[config.mk]
export PLATFORM = sky130hd
export DESIGN_NAME = esq_sequencer
export DESIGN_NICKNAME = d
export VERILOG_FILES = /design/src/esq_pkg.sv /design/src/esq_unit_timer.sv /design/src/esq_roi_scan.sv /design/src/esq_sequencer.sv
export SDC_FILE = /design/constraint.sdc
export NUM_CORES = 2
export LEC_CHECK = 0
export ABC_AREA = 1
export BUFFER_PORTS_ARGS = -buffer_cell sky130_fd_sc_hd__buf_2
export CAP_MARGIN = 20
export CORE_ASPECT_RATIO = 1.25
export CORE_MARGIN = 3
export CORE_UTILIZATION = 60
export CTS_BUF_LIST = sky130_fd_sc_hd__clkbuf_8
export DETAILED_ROUTE_END_ITERATION = 6
export PLACE_DENSITY = 0.83
export SLEW_MARGIN = 20
export SYNTH_ARGS = -nofsm -noshare
export SYNTH_HDL_FRONTEND = slang
export SYNTH_HIERARCHICAL = 1
export SYNTH_SLANG_ARGS = --single-unit
[constraint.sdc]
create_clock -name ref_clk_i -period 17.1 [get_ports ref_clk_i]
set_clock_uncertainty 0.2 [all_clocks]
set_input_delay 0.855 -clock ref_clk_i [delete_from_list [all_inputs] [get_ports ref_clk_i]]
set_output_delay 0.855 -clock ref_clk_i [all_outputs]
set_load 0.02 [all_outputs]
[src/esq_pkg.sv]
// shared constants and types for the sequencer
package esq_pkg;
   // region geometry and counter widths
   localparam int NUM_ROI = 8;
   localparam int KERNEL_PIXELS = 8;
   localparam int COL_W = 8;
   localparam int ROW_W = 10;
   localparam int PIX_COL_W = COL_W + 3;
   localparam int TIME_W = 16;
   localparam int CYC_W = 10;

   // reference clock and timer unit figures
   localparam real REF_CLK_MHZ = 20.0;
   localparam real REF_CLK_PERIOD_NS = 1000.0 / REF_CLK_MHZ;
   localparam real UNIT_SERIAL_NS = 16.129;
   localparam real UNIT_SERIAL_MHZ = 62.0;
   localparam real UNIT_PARALLEL_NS = 64.516;

   // minimum trigger high time in reference cycles
   localparam real TRIG_MIN_HIGH_NS = 100.0;
   localparam int TRIG_MIN_HIGH_CYCLES =
      (int'($ceil(TRIG_MIN_HIGH_NS / REF_CLK_PERIOD_NS)) < 1) ? 1 :
      int'($ceil(TRIG_MIN_HIGH_NS / REF_CLK_PERIOD_NS));

   // overhead durations in reference cycles
   localparam logic [CYC_W-1:0] FOT_CYCLES = 10'h010;
   localparam logic [CYC_W-1:0] ROT_CYCLES = 10'h004;

   // flag pin source selection
   localparam logic [2:0] FLAG_SRC_FIRST_LINE = 3'h5;

   // shutter modes
   localparam logic [1:0] MODE_PIPELINED = 2'h0;
   localparam logic [1:0] MODE_TRIGGERED = 2'h1;
   localparam logic [1:0] MODE_SLAVE = 2'h2;
   localparam logic [1:0] MODE_ROLLING = 2'h3;

   typedef enum logic [2:0] {
      RD_IDLE, RD_FOT, RD_ROT, RD_LINE, RD_PAD
   } esq_rd_state_t;

   typedef enum logic [2:0] {
      EX_IDLE, EX_RESET, EX_SYNC, EX_RUN, EX_HOLD
   } esq_ex_state_t;
endpackage

[src/esq_unit_timer.sv]
// prescaled down-counter for reset span and exposure durations
`timescale 1ns/1ps
module esq_unit_timer
   import esq_pkg::*;
(
   // clock and reset
   input wire logic ref_clk_i,
   input wire logic resetn_i,
   // control
   input wire logic load_i,
   input wire logic [TIME_W-1:0] value_i,
   input wire logic [TIME_W-1:0] mult_i,
   // status
   output logic expired_o
);
   logic [TIME_W-1:0] pre;
   logic [TIME_W-1:0] next_pre;
   logic [TIME_W-1:0] cnt;
   logic [TIME_W-1:0] next_cnt;
   logic run;
   logic next_run;
   logic tick;

   always_comb begin
      tick = 1'b0;
      next_pre = pre;
      next_cnt = cnt;
      next_run = run;
      expired_o = 1'b0;
      if (load_i) begin
         // prescaler restarts with every load
         next_pre = 16'h0000; // [RULE23]
         next_cnt = value_i;
         next_run = 1'b1;
      end else if (run) begin
         // multiplier of zero acts as one
         if (pre + 16'h0001 >= mult_i) begin
            tick = 1'b1;
            next_pre = 16'h0000;
         end else begin
            next_pre = pre + 16'h0001;
         end
         if (cnt == 16'h0000) begin
            expired_o = 1'b1;
            next_run = 1'b0;
         end else if (tick) begin
            next_cnt = cnt - 16'h0001;
         end
      end
   end

   always_ff @(posedge ref_clk_i) begin
      if (!resetn_i) begin
         pre <= 16'h0000;
         cnt <= 16'h0000;
         run <= 1'b0;
      end else begin
         pre <= next_pre;
         cnt <= next_cnt;
         run <= next_run;
      end
   end
endmodule

[src/esq_roi_scan.sv]
// region lookup: row coverage, row stepping and kernel column stepping
`timescale 1ns/1ps
module esq_roi_scan
   import esq_pkg::*;
(
   // region settings
   input wire logic [NUM_ROI-1:0] roi_enable_i,
   input wire logic single_i,
   input wire logic [NUM_ROI-1:0][COL_W-1:0] window_left_kernel_i,
   input wire logic [NUM_ROI-1:0][COL_W-1:0] window_right_kernel_i,
   input wire logic [NUM_ROI-1:0][ROW_W-1:0] window_top_row_i,
   input wire logic [NUM_ROI-1:0][ROW_W-1:0] window_bottom_row_i,
   // current position
   input wire logic [ROW_W-1:0] row_i,
   input wire logic [COL_W-1:0] col_i,
   // frame results
   output logic any_o,
   output logic [ROW_W-1:0] first_row_o,
   output logic has_next_row_o,
   output logic [ROW_W-1:0] next_row_o,
   // line results
   output logic line_any_o,
   output logic [COL_W-1:0] line_start_o,
   output logic has_next_col_o,
   output logic [COL_W-1:0] next_col_o,
   output logic [2:0] region_o
);
   logic [NUM_ROI-1:0] en;
   logic [NUM_ROI-1:0] hit;
   logic [COL_W:0] c1;
   logic [ROW_W-1:0] cand;

   assign en = single_i ? {{(NUM_ROI-1){1'b0}}, roi_enable_i[0]} : roi_enable_i; // [RULE15]
   assign c1 = {1'b0, col_i} + 9'h001;

   genvar g;
   generate
      for (g = 0; g < NUM_ROI; g++) begin : g_hit
         // only regions enclosing the current row take part
         assign hit[g] = en[g] && (window_top_row_i[g] <= row_i) &&
                         (window_bottom_row_i[g] >= row_i); // [RULE21] [RULE19]
      end
   endgenerate

   always_comb begin
      cand = '0;
      any_o = 1'b0;
      first_row_o = '1;
      has_next_row_o = 1'b0;
      next_row_o = '1;
      line_any_o = 1'b0;
      line_start_o = '0;
      has_next_col_o = 1'b0;
      next_col_o = '1;
      region_o = 3'h0;
      for (int i = NUM_ROI - 1; i >= 0; i--) begin
         if (en[i]) begin // [RULE22]
            any_o = 1'b1;
            if (window_top_row_i[i] < first_row_o) begin
               first_row_o = window_top_row_i[i];
            end
            if (window_bottom_row_i[i] > row_i) begin
               cand = (window_top_row_i[i] > row_i) ? window_top_row_i[i] : row_i + 10'h001;
               has_next_row_o = 1'b1;
               if (cand < next_row_o) begin
                  next_row_o = cand;
               end
            end
         end
         if (hit[i]) begin
            // loop runs downward so the lowest-numbered region wins
            line_any_o = 1'b1;
            line_start_o = window_left_kernel_i[i]; // [RULE21]
            if ({1'b0, window_left_kernel_i[i]} <= c1 &&
                {1'b0, window_right_kernel_i[i]} >= c1) begin
               has_next_col_o = 1'b1;
               next_col_o = c1[COL_W-1:0];
            end
            if (window_left_kernel_i[i] <= col_i && window_right_kernel_i[i] >= col_i) begin
               region_o = 3'(i);
            end
         end
      end
      if (!has_next_col_o) begin
         // jump to next region on this line
         for (int i = NUM_ROI - 1; i >= 0; i--) begin
            if (hit[i] && window_left_kernel_i[i] > col_i &&
                window_left_kernel_i[i] <= next_col_o) begin
               has_next_col_o = 1'b1;
               next_col_o = window_left_kernel_i[i];
            end
         end
      end
   end
endmodule

[src/esq_sequencer.sv]
// exposure and region readout sequencer for global and rolling shutter
//
// Functional notes
// RULE1: durations count in multiplier-scaled clock units
// RULE2: pipelined: transfer, reset span, then exposure
// RULE3: exposure start deferred to next row overhead
// RULE4: pipelined exposure stretched until readout completes
// RULE5: frame-time mode derives reset span itself
// RULE6: triggered master: rising edge starts timed exposure
// RULE7: controller holds trigger high at least 100ns
// RULE8: triggered: expired timer extends to readout end
// RULE9: controller keeps trigger low during frame overhead
// RULE10: slave: trigger high time sets integration
// RULE11: slave: early fall extends until readout done
// RULE12: rolling exposure counted in whole line times
// RULE13: rolling frame appends configured padding rows
// RULE14: rolling line is overhead plus stretched readout
// RULE15: eight regions global, one region rolling
// RULE16: eight pixels per clock, left times eight
// RULE17: software keeps right above left
// RULE18: software keeps bottom above top, even rows
// RULE19: regions may overlap, evaluated every line
// RULE20: software orders regions left to right
// RULE21: only enclosing regions scanned, lowest first
// RULE22: each region enabled independently
// RULE23: timers use prescaler reloaded each frame overhead; the code reloads it on every timer load instead
`timescale 1ns/1ps
module esq_sequencer
   import esq_pkg::*;
(
   // clock and reset
   input wire logic ref_clk_i,
   input wire logic resetn_i,
   // operating settings
   input wire logic sequencer_enable_i,
   input wire logic [1:0] shutter_mode_i,
   input wire logic frame_time_mode_sel_i,
   input wire logic [TIME_W-1:0] frame_period_length_i,
   input wire logic [TIME_W-1:0] exposure_duration_i,
   input wire logic [TIME_W-1:0] time_unit_mult_i,
   input wire logic [ROW_W-1:0] padding_rows_i,
   input wire logic [CYC_W-1:0] row_readout_extend_i,
   input wire logic [2:0] flag_source_sel_i,
   // region settings
   input wire logic [NUM_ROI-1:0] roi_enable_i,
   input wire logic [NUM_ROI-1:0][COL_W-1:0] window_left_kernel_i,
   input wire logic [NUM_ROI-1:0][COL_W-1:0] window_right_kernel_i,
   input wire logic [NUM_ROI-1:0][ROW_W-1:0] window_top_row_i,
   input wire logic [NUM_ROI-1:0][ROW_W-1:0] window_bottom_row_i,
   // trigger pin
   input wire logic exposure_trigger_pin_i,
   // pixel array control
   output logic photodiode_reset_o,
   output logic exposing_o,
   output logic frame_overhead_o,
   output logic row_overhead_o,
   output logic first_line_flag_pin_o,
   // readout stream
   output logic pixel_valid_o,
   output logic [ROW_W-1:0] pixel_row_o,
   output logic [PIX_COL_W-1:0] pixel_col_o,
   output logic [2:0] pixel_region_o,
   // rolling reset pointer
   output logic rs_reset_valid_o,
   output logic [ROW_W-1:0] rs_reset_row_o
);
   logic rolling;
   logic trig_meta;
   logic trig_sync;
   logic trig_prev;
   logic trig_rise;
   logic trig_fall;
   logic busy;
   logic rd_done;
   logic xfer_req;
   logic tmr_load;
   logic tmr_expired;
   logic [TIME_W-1:0] tmr_value;
   logic [TIME_W-1:0] reset_span;
   logic roi_any;
   logic [ROW_W-1:0] first_row;
   logic has_next_row;
   logic [ROW_W-1:0] next_row;
   logic line_any;
   logic [COL_W-1:0] line_start;
   logic has_next_col;
   logic [COL_W-1:0] next_col;
   logic [2:0] region;
   logic [CYC_W-1:0] width;
   logic [CYC_W-1:0] line_len;
   logic [ROW_W:0] height;
   logic [TIME_W-1:0] total_lines;

   esq_rd_state_t rd_state;
   esq_rd_state_t next_rd_state;
   esq_ex_state_t ex_state;
   esq_ex_state_t next_ex_state;
   logic [CYC_W-1:0] cyc;
   logic [CYC_W-1:0] next_cyc;
   logic [ROW_W-1:0] row;
   logic [ROW_W-1:0] next_row_q;
   logic [COL_W-1:0] col;
   logic [COL_W-1:0] next_col_q;
   logic pix_on;
   logic next_pix_on;
   logic first_line;
   logic next_first_line;
   logic [ROW_W-1:0] pad_cnt;
   logic [ROW_W-1:0] next_pad_cnt;
   logic [TIME_W-1:0] rst_idx;
   logic [TIME_W-1:0] next_rst_idx;
   logic next_pixel_valid;

   assign rolling = (shutter_mode_i == MODE_ROLLING);
   assign trig_rise = trig_sync && !trig_prev;
   assign trig_fall = !trig_sync && trig_prev;
   assign busy = (rd_state == RD_ROT) || (rd_state == RD_LINE) || (rd_state == RD_PAD);
   assign width = CYC_W'({1'b0, window_right_kernel_i[0]} - {1'b0, window_left_kernel_i[0]})
                  + 10'h001;
   assign line_len = (row_readout_extend_i > width) ? row_readout_extend_i : width; // [RULE14]
   assign height = {1'b0, window_bottom_row_i[0]} - {1'b0, window_top_row_i[0]} + 11'h001;
   assign total_lines = TIME_W'(height) + TIME_W'(padding_rows_i); // [RULE13]

   // frame-time mode: reset span is what the exposure leaves of the frame
   assign reset_span = !frame_time_mode_sel_i ? frame_period_length_i :
      (frame_period_length_i > exposure_duration_i) ?
      frame_period_length_i - exposure_duration_i : 16'h0000; // [RULE5]

   esq_unit_timer u_timer (
      .ref_clk_i(ref_clk_i),
      .resetn_i(resetn_i),
      .load_i(tmr_load),
      .value_i(tmr_value),
      .mult_i(time_unit_mult_i), // [RULE1]
      .expired_o(tmr_expired)
   );

   esq_roi_scan u_scan (
      .roi_enable_i(roi_enable_i),
      .single_i(rolling),
      .window_left_kernel_i(window_left_kernel_i),
      .window_right_kernel_i(window_right_kernel_i),
      .window_top_row_i(window_top_row_i),
      .window_bottom_row_i(window_bottom_row_i),
      .row_i(row),
      .col_i(col),
      .any_o(roi_any),
      .first_row_o(first_row),
      .has_next_row_o(has_next_row),
      .next_row_o(next_row),
      .line_any_o(line_any),
      .line_start_o(line_start),
      .has_next_col_o(has_next_col),
      .next_col_o(next_col),
      .region_o(region)
   );

   // exposure control
   always_comb begin
      next_ex_state = ex_state;
      tmr_load = 1'b0;
      tmr_value = exposure_duration_i;
      xfer_req = 1'b0;
      case (ex_state)
         EX_IDLE: begin
            if (sequencer_enable_i && rd_state == RD_IDLE) begin
               if (shutter_mode_i == MODE_PIPELINED) begin
                  next_ex_state = EX_RESET;
                  tmr_load = 1'b1;
                  tmr_value = reset_span; // [RULE2]
               end else if (shutter_mode_i != MODE_ROLLING && trig_rise) begin
                  // rising edge taken once per frame, only outside frame overhead
                  next_ex_state = EX_SYNC; // [RULE6] [RULE10] [RULE9] [RULE7]
               end
            end else if (sequencer_enable_i && busy && !rolling &&
                         shutter_mode_i != MODE_PIPELINED && trig_rise) begin
               next_ex_state = EX_SYNC;
            end
         end
         EX_RESET: begin
            if (tmr_expired) begin
               next_ex_state = EX_SYNC;
            end
         end
         EX_SYNC: begin
            // while readout is busy, photodiodes stay in reset until a row overhead starts
            if (!busy || (rd_state == RD_ROT && cyc == 10'h000)) begin // [RULE3]
               next_ex_state = EX_RUN;
               tmr_load = (shutter_mode_i != MODE_SLAVE);
               tmr_value = exposure_duration_i; // [RULE2] [RULE6]
            end
         end
         EX_RUN: begin
            if ((shutter_mode_i == MODE_SLAVE && !trig_sync) ||
                (shutter_mode_i != MODE_SLAVE && tmr_expired)) begin // [RULE10]
               if (busy) begin
                  next_ex_state = EX_HOLD; // [RULE4] [RULE8] [RULE11]
               end else begin
                  next_ex_state = EX_IDLE;
                  xfer_req = 1'b1;
               end
            end
         end
         EX_HOLD: begin
            if (!busy) begin
               next_ex_state = EX_IDLE;
               xfer_req = 1'b1;
            end
         end
         default: next_ex_state = EX_IDLE;
      endcase
      if (!sequencer_enable_i || rolling) begin
         next_ex_state = EX_IDLE;
         xfer_req = 1'b0;
      end
   end

   // readout control
   always_comb begin
      next_rd_state = rd_state;
      next_cyc = cyc + 10'h001;
      next_row_q = row;
      next_col_q = col;
      next_pix_on = pix_on;
      next_first_line = first_line;
      next_pad_cnt = pad_cnt;
      next_rst_idx = rst_idx;
      next_pixel_valid = 1'b0;
      rd_done = 1'b0;
      case (rd_state)
         RD_IDLE: begin
            next_cyc = '0;
            if (xfer_req || (rolling && sequencer_enable_i && roi_any)) begin
               next_rd_state = RD_FOT;
            end
         end
         RD_FOT: begin
            if (cyc + 10'h001 >= FOT_CYCLES) begin
               next_rd_state = RD_ROT;
               next_cyc = '0;
               next_row_q = rolling ? window_top_row_i[0] : first_row;
               next_first_line = 1'b1;
               next_pad_cnt = '0;
            end
         end
         RD_ROT: begin
            if (cyc + 10'h001 >= ROT_CYCLES) begin
               next_rd_state = (rolling && row > window_bottom_row_i[0]) ? RD_PAD : RD_LINE;
               next_cyc = '0;
               next_col_q = line_start; // [RULE21]
               next_pix_on = line_any;
               // reset pointer leads the read pointer by the exposure in lines
               next_rst_idx = (rst_idx + 16'h0001 >= total_lines) ? 16'h0000 :
                              rst_idx + 16'h0001; // [RULE12]
            end
         end
         RD_LINE: begin
            next_pixel_valid = pix_on;
            if (pix_on) begin
               if (has_next_col) begin
                  next_col_q = next_col; // [RULE19]
               end else begin
                  next_pix_on = 1'b0;
               end
            end
            if ((!pix_on || !has_next_col) &&
                (!rolling || cyc + 10'h001 >= line_len)) begin // [RULE14]
               next_first_line = 1'b0;
               next_cyc = '0;
               next_pix_on = 1'b0;
               if (rolling) begin
                  next_row_q = row + 10'h001;
                  next_rd_state = (row >= window_bottom_row_i[0] &&
                                   padding_rows_i == 10'h000) ? RD_IDLE : RD_ROT;
               end else if (has_next_row) begin
                  next_row_q = next_row; // [RULE19]
                  next_rd_state = RD_ROT;
               end else begin
                  next_rd_state = RD_IDLE;
               end
            end
         end
         RD_PAD: begin
            // padding rows keep line timing but carry no pixels
            if (cyc + 10'h001 >= line_len) begin // [RULE13]
               next_cyc = '0;
               next_pad_cnt = pad_cnt + 10'h001;
               next_rd_state = (pad_cnt + 10'h001 >= padding_rows_i) ? RD_IDLE : RD_ROT;
            end
         end
         default: next_rd_state = RD_IDLE;
      endcase
      if (next_rd_state == RD_IDLE && rd_state != RD_IDLE) begin
         rd_done = 1'b1;
      end
      if (!rolling) begin
         next_rst_idx = (exposure_duration_i >= total_lines) ? total_lines - 16'h0001 :
                        exposure_duration_i; // [RULE12]
      end
   end

   // synchroniser: first stage feeds only the second
   always_ff @(posedge ref_clk_i) begin
      if (!resetn_i) begin
         trig_meta <= 1'b0;
         trig_sync <= 1'b0;
         trig_prev <= 1'b0;
      end else begin
         trig_meta <= exposure_trigger_pin_i;
         trig_sync <= trig_meta;
         trig_prev <= trig_sync;
      end
   end

   always_ff @(posedge ref_clk_i) begin
      if (!resetn_i) begin
         ex_state <= EX_IDLE;
         rd_state <= RD_IDLE;
         cyc <= '0;
         row <= '0;
         col <= '0;
         pix_on <= 1'b0;
         first_line <= 1'b0;
         pad_cnt <= '0;
         rst_idx <= '0;
         pixel_valid_o <= 1'b0;
         pixel_row_o <= '0;
         pixel_col_o <= '0;
         pixel_region_o <= 3'h0;
      end else begin
         ex_state <= next_ex_state;
         rd_state <= next_rd_state;
         cyc <= next_cyc;
         row <= next_row_q;
         col <= next_col_q;
         pix_on <= next_pix_on;
         first_line <= next_first_line;
         pad_cnt <= next_pad_cnt;
         rst_idx <= next_rst_idx;
         pixel_valid_o <= next_pixel_valid;
         pixel_row_o <= row;
         pixel_col_o <= {col, 3'h0}; // [RULE16]
         pixel_region_o <= rolling ? 3'h0 : region;
      end
   end

   assign photodiode_reset_o = !rolling && (ex_state == EX_IDLE || ex_state == EX_RESET ||
                                            ex_state == EX_SYNC);
   assign exposing_o = (ex_state == EX_RUN) || (ex_state == EX_HOLD);
   assign frame_overhead_o = (rd_state == RD_FOT);
   assign row_overhead_o = (rd_state == RD_ROT);
   // other flag sources fall back to the exposure window
   assign first_line_flag_pin_o = (flag_source_sel_i == FLAG_SRC_FIRST_LINE) ?
      (first_line && busy) : exposing_o; // [RULE9]
   assign rs_reset_valid_o = rolling && busy && (rst_idx < TIME_W'(height));
   assign rs_reset_row_o = window_top_row_i[0] + rst_idx[ROW_W-1:0];
endmodule

# After elaboration in Yosys (flattened, before gate mapping)

Cells that the tools add are included.

Flip-flop bits (word level): 123
Bits of input ports: 374
Output and inout port bits: 41
Word-level logic and storage cells: 527

Add/sub/neg operators: 15
$lt $le $gt $ge: 108
Equality and inequality tests: 30
Multiplexer cells: 243
Bitwise logic cells: 1
Reduce and logical (&&, ||, !) cells: 110

Operators by type and width:

| kind                    | number |
|---|---|
| $mux W10                | 60 |
| $mux W8                 | 44 |
| $mux W16                | 15 |
| $gt A10 B10 Y1          | 18 |
| $lt A10 B10 Y1          | 14 |
| $le A8 B8 Y1            | 16 |
| $ge A10 B10 Y1          | 11 |
| $mux W3                 | 31 |
| $le A10 B10 Y1          | 8 |
| $mux W1                 | 79 |
| $ge A8 B9 Y1            | 8 |
| $le A8 B9 Y1            | 8 |
| $logic_and A1 B1 Y1     | 67 |
| $ge A8 B8 Y1            | 8 |
| $gt A8 B8 Y1            | 8 |
| $pmux W10 S5            | 1 |
| $pmux W10 S2            | 2 |
| $add A16 B1 Y16 const B | 2 |
| $ge A16 B12 Y1          | 2 |
| $add A10 B1 Y10 const B | 3 |
| $pmux W3 S5             | 2 |
| $logic_not A10 Y1       | 2 |
| $lt A10 B10 Y1 const B  | 2 |
| $ne A2 B2 Y1 const B    | 10 |
| other kinds (38)        | 86 |

# Longest topological paths before layout

Depth after elaboration: 56
Depth in mapped cells: 126
Depth with buffers taken out: 121

# Cells and area by module

Netlist, hierarchy kept.

Modules (own cells, without submodules):

| module         | times used | cells each | area an instance (um2) | seq. area each (um2) |
|---|---|---|---|---|
| esq_roi_scan   | 1          | 3022       | 18302.6                | 0.0 |
| esq_sequencer  | 1          | 1647       | 10321.1                | 1741.7 |
| esq_unit_timer | 1          | 415        | 2588.7                 | 660.6 |

# Worst setup path after synthesis

No wires, ideal clock.

Path kind: flip-flop to flip-flop
Start: register col[0]
End: register row[9]
Library setup time: 0.113 ns
Arrival time: 14.375 ns
Slack: 2.412 ns
Stages on the path, launching flop included: 107
Period minus slack after synthesis: 14.688 ns
Path through: dfxtp_1 inv_1 nor2_1 nand3_2 nor2_1 xor2_1 ha_1 a21boi_0 nand2_1 inv_1 a21oi_1 nand2_1 nand2_1 nand2_1 nand3_1 nand2_1 nand3_4 clkbuf_1 (+71 left out) nand2_1 ha_1 nand2_1 o21ai_0 nand2_1 o211ai_1 o21ai_0 nand3_1 nand4_1 nand2_1 o21ai_0 nand2_1 inv_1 nor2_1 buf_4 nand2_1 nand2_1 nor2_1

Word-level cells in the longest chain between the ends: 56
Elaborated cells on any way between the ends: 117
Classes of those cells: 1 x add/sub; 32 x order compare; 1 x eq/ne; 55 x mux; 28 x reduce/logical

Ends and longest elaborated chain:

| element                                      | line                                   | text |
|---|---|---|
| start: declaration                           | esq_sequencer.sv:102                   | `logic [COL_W-1:0] col;` |
| start signal: assignment                     | esq_sequencer.sv:335                   | `col <= next_col_q;` |
| $add A8 B1 Y9                                | esq_roi_scan.sv:34                     | `assign c1 = {1'b0, col_i} + 9'h001;` |
| $le A8 B9 Y1 or $ge A8 B9 Y1 (tied branches) | esq_roi_scan.sv:74, esq_roi_scan.sv:75 |  |
| $logic_and A1 B1 Y1                          | esq_roi_scan.sv:74                     | `if ({1'b0, window_left_kernel_i[i]} <= c1 &&` |
| $mux W8                                      | esq_roi_scan.sv:74                     |  |
| $mux W8                                      | esq_roi_scan.sv:70                     | `if (hit[i]) begin` |
| $mux W8                                      | esq_roi_scan.sv:74                     |  |
| $mux W8                                      | esq_roi_scan.sv:70                     |  |
| $mux W8                                      | esq_roi_scan.sv:74                     |  |
| (+41 left out)                               | --                                     |  |
| $mux W1                                      | esq_roi_scan.sv:87                     | `if (hit[i] && window_left_kernel_i[i] > col_i &&` |
| $mux W1 (*)                                  | esq_roi_scan.sv:84                     | `if (!has_next_col_o) begin` |
| named net has_next_col                       | esq_sequencer.sv:86                    | `logic has_next_col;` |
| $logic_not A1 Y1 (*)                         | esq_sequencer.sv:266                   | `if ((!pix_on \|\| !has_next_col) &&` |
| $logic_or A1 B1 Y1 (*)                       | esq_sequencer.sv:266                   |  |
| $logic_and A1 B1 Y1 (*)                      | esq_sequencer.sv:266                   |  |
| $ne A2 B1 Y1 (no source line) (*)            | --                                     |  |
| $reduce_and A4 Y1 (no source line) (*)       | --                                     |  |
| end signal: assignment                       | esq_sequencer.sv:334                   | `row <= next_row_q;` |
| end: declaration                             | esq_sequencer.sv:100                   | `logic [ROW_W-1:0] row;` |

The timed path passes the listed nets; every way through them passes the cells marked *. The select of a mux whose other input is x is not followed.
A chain may end at the register's enable or synchronous reset.

# Worst setup path after layout

Ends and elaborated chain as after synthesis.

==> flow_summary.ini <==
[floorplan]
fp.dieW_um = 210
fp.dieArea_um2 = 54800
initial_core_util = 0.612
coreArea_um2 = 51000
fp.dieH_um = 261
row_count = 92
ioPinCount = 415

[critical_path]
crit_start = col[0]$_SDFFE_PN0P_
r2r_start = col[0]$_SDFFE_PN0P_
cp-start-kind = flip-flop
cp_max_fo = 22
critPathSlowestCell = dfxtp_2
critPathCaptureType = flip-flop
arrival_ps = 16010
critPathMostFrequentCell = nand2_1
worst_path_largest_cell_delay_ps = 500
worstSetupPathType = reg -> reg
worst_ep_required_time_ps = 17300

[global_route]
grt_pass1_vias = 34400
grt-ovfl-total = 0
grt_max_degree = 73
grt_first_pass_wirelength_um = 175000
antenna_found_initial = 9
grt_use_total = 0.394

[routing]
via_per_inst = 5.94
ant_nets = 0
drtIter0Drc = 3172
drc = 0
wl_per_cell_um = 18.3
drt-pass1-iter-count = 6
vias = 36500
totalWireLength_um = 113000

[final_layout]
drive_gt1_frac = 0.120
final_cell_mix = nand2_1, ha_1, inv_1
syn2layout_area_growth_pct = 11.1
mostFrequentLayoutCell = nand2_1
nets = 6575
final_cells = 6147
finalCoreUtilization = 0.680

[cts]
cts_max_level = 4
cts_buffer_depth = 2
cts_tree = yes
cts_hold_buf = 0
cts_inserted_buffers = 17
root_buffer = clkbuf_8
clk_pin_slew_worst_paths_ps = 80
clk_latency_ps = 470
clock-sinks = 120

[synth]
syn_area_um2 = 31200
synth-edff-count = 0
ys_async_sr_fraction = 0
synth_area_leaders = ha_1, nand2_1, inv_1
synth.avg_cell_area_um2 = 6.14
ys_types = 71
synthesis.instances = 5084
yosysSeqAreaShare = 0.0770
synth_ff_type = dfxtp_1
yosys_warnings = 6
yosysTopAreaCell = ha_1
synth_top_area_frac = 0.291
synth-seq-cells = 120

[power_and_ir_drop]
power_leakage_nw = 19.1
peakVddDrop_uv = 55.5
internal_power_mw = 1.47
p_per_area_nw_per_um2 = 101
p_comb_frac = 0.804
p_seq_frac = 0.109
p_sw_frac = 0.581
power.share.clock = 0.086
power.switching_mw = 2.04

[timing]
tns_ps = 0
fmax_mhz = 63.3
slew_viol_final = 0
hold_viol_final = 0
finalSetupViolCount = 0
fin_crit_ps = 15800
fin_crit_sh = 0.924
relSlewSlack = 0.383
rsz0062_at_grt = true
tightest_slew_ps = 924
fin_ws_ps = 1300

[placement]
post-place-ws_ps = 916
gp_congestion = 1.02
dp_hpwl_um = 91900
dp.cells = 6096
io_buffers = 411

[worst_hold_path]
hold_start = trig_meta$_SDFF_PN0_
hold_class = reg -> reg

[flow_run]
max-cap-violations = 0

[outcome]
status = completed
area by class of cell:
cell class | instances | area (um2)
Fill cell | 4830 | 16300
Multi-Input combinational cell | 4191 | 25900
Clock inverter | 15 | 226
Sequential cell | 120 | 2410
Antenna cell | 7 | 17.5
Tap cell | 658 | 823
Timing Repair Buffer | 463 | 2460
Inverter | 676 | 2560
Clock buffer | 17 | 234
registers in the layout, indices dropped and copies added, names as in the netlist, 3 cells and up:
register,flops
rd_state,3
pixel_row_o,10
u_timer/pre,16
u_timer/cnt,16
pad_cnt,10
row,10
rst_idx,16
pixel_region_o,3
ex_state,3
col,8
cyc,10
pixel_col_o,8
stage by stage:
| stage | instance area (um2) | total power [mW] | hold slack [ps] |
|---|---|---|---|
| detailed placement | 34000 | 3.10 | 226 |
| floorplan | 31200 | 2.36 | 190 |
| global route | 34700 | 3.92 | 262 |
| global placement | 34000 | 3.04 | 208 |
| finish | 34700 | 3.51 | 231 |
| CTS | 34400 | 3.41 | 245 |
logic make-up after synthesis:
| logic type | after synthesis | synth area share |
|---|---|---|
| AND/OR/NAND/NOR | 2314 | 0.316 |
| AO/OA/AOI/OAI | 1059 | 0.193 |
| buffers and inverters | 775 | 0.0957 |
| adder cells (fa/ha/maj) | 732 | 0.295 |
| flip-flops | 120 | 0.0770 |
| XOR/XNOR | 83 | 0.0240 |
| other | 1 | 0.000120 |
worst max-delay path, delay by kind of cell (launching register included):
family,cells,cell delay (ps)
AOI/OAI and AO/OA,20,4210
and+or+nand+nor,59,6870
adders and majority gates,9,2710
DFF,1,500
buffers and inverters,8,1170
cells in the mapped netlist, types with 22 or more instances:
master / instances
o21bai_1: 32
dfxtp_1: 120
inv_1: 651
o21a_1: 35
clkbuf_1: 66
ha_1: 727
nand4_1: 84
o211ai_1: 28
nand2_2: 31
nand2_1: 1335
o21ai_1: 22
nand3_1: 268
xnor2_1: 26
nor3_1: 48
a211oi_1: 22
nor2_1: 439
inv_2: 23
o21ai_0: 390
xor2_1: 54
a21oi_1: 402
what timing repair did:
| item | in CTS | in global routing |
|---|---|---|
| resized for setup | 0 | 45 |
| setup endpoints to repair | 0 | 33 |
| buffers inserted | 0 | 11 |
power groups by stage:
stage | Clock, mW | Combinational [mW] | Sequential, mW
final | 0.303 | 2.83 | 0.384
after global routing | 0.318 | 3.21 | 0.388
after CTS | 0.307 | 2.72 | 0.380
after detailed placement | 0 | 2.71 | 0.386
after global placement | 0 | 2.66 | 0.385
after floorplan | 0 | 1.99 | 0.371
routing by layer:
| layer | vias up | share of wire | global-route usage | routed length (um) |
|---|---|---|---|---|
| li1 | 17900 | - | - | - |
| met1 | 16300 | 0.39 | 0.459 | 43800 |
| met2 | 1796 | 0.46 | 0.672 | 51500 |
| met3 | 499 | 0.082 | 0.0610 | 9190 |
| met4 | 8 | 0.073 | 0.264 | 8240 |
| met5 | - | 0.00049 | 0 | 55 |
worst paths after layout:
kind	to	cells past startpoint	slack, ps
worst min-delay path	trig_sync$_SDFF_PN0_	2	230
worst max register to register	row[9]$_SDFFE_PN0P_	96	1300
worst min register to register	trig_sync$_SDFF_PN0_	2	230
worst max-delay path	row[9]$_SDFFE_PN0P_	96	1300
Power figures use the tool's default switching activity.
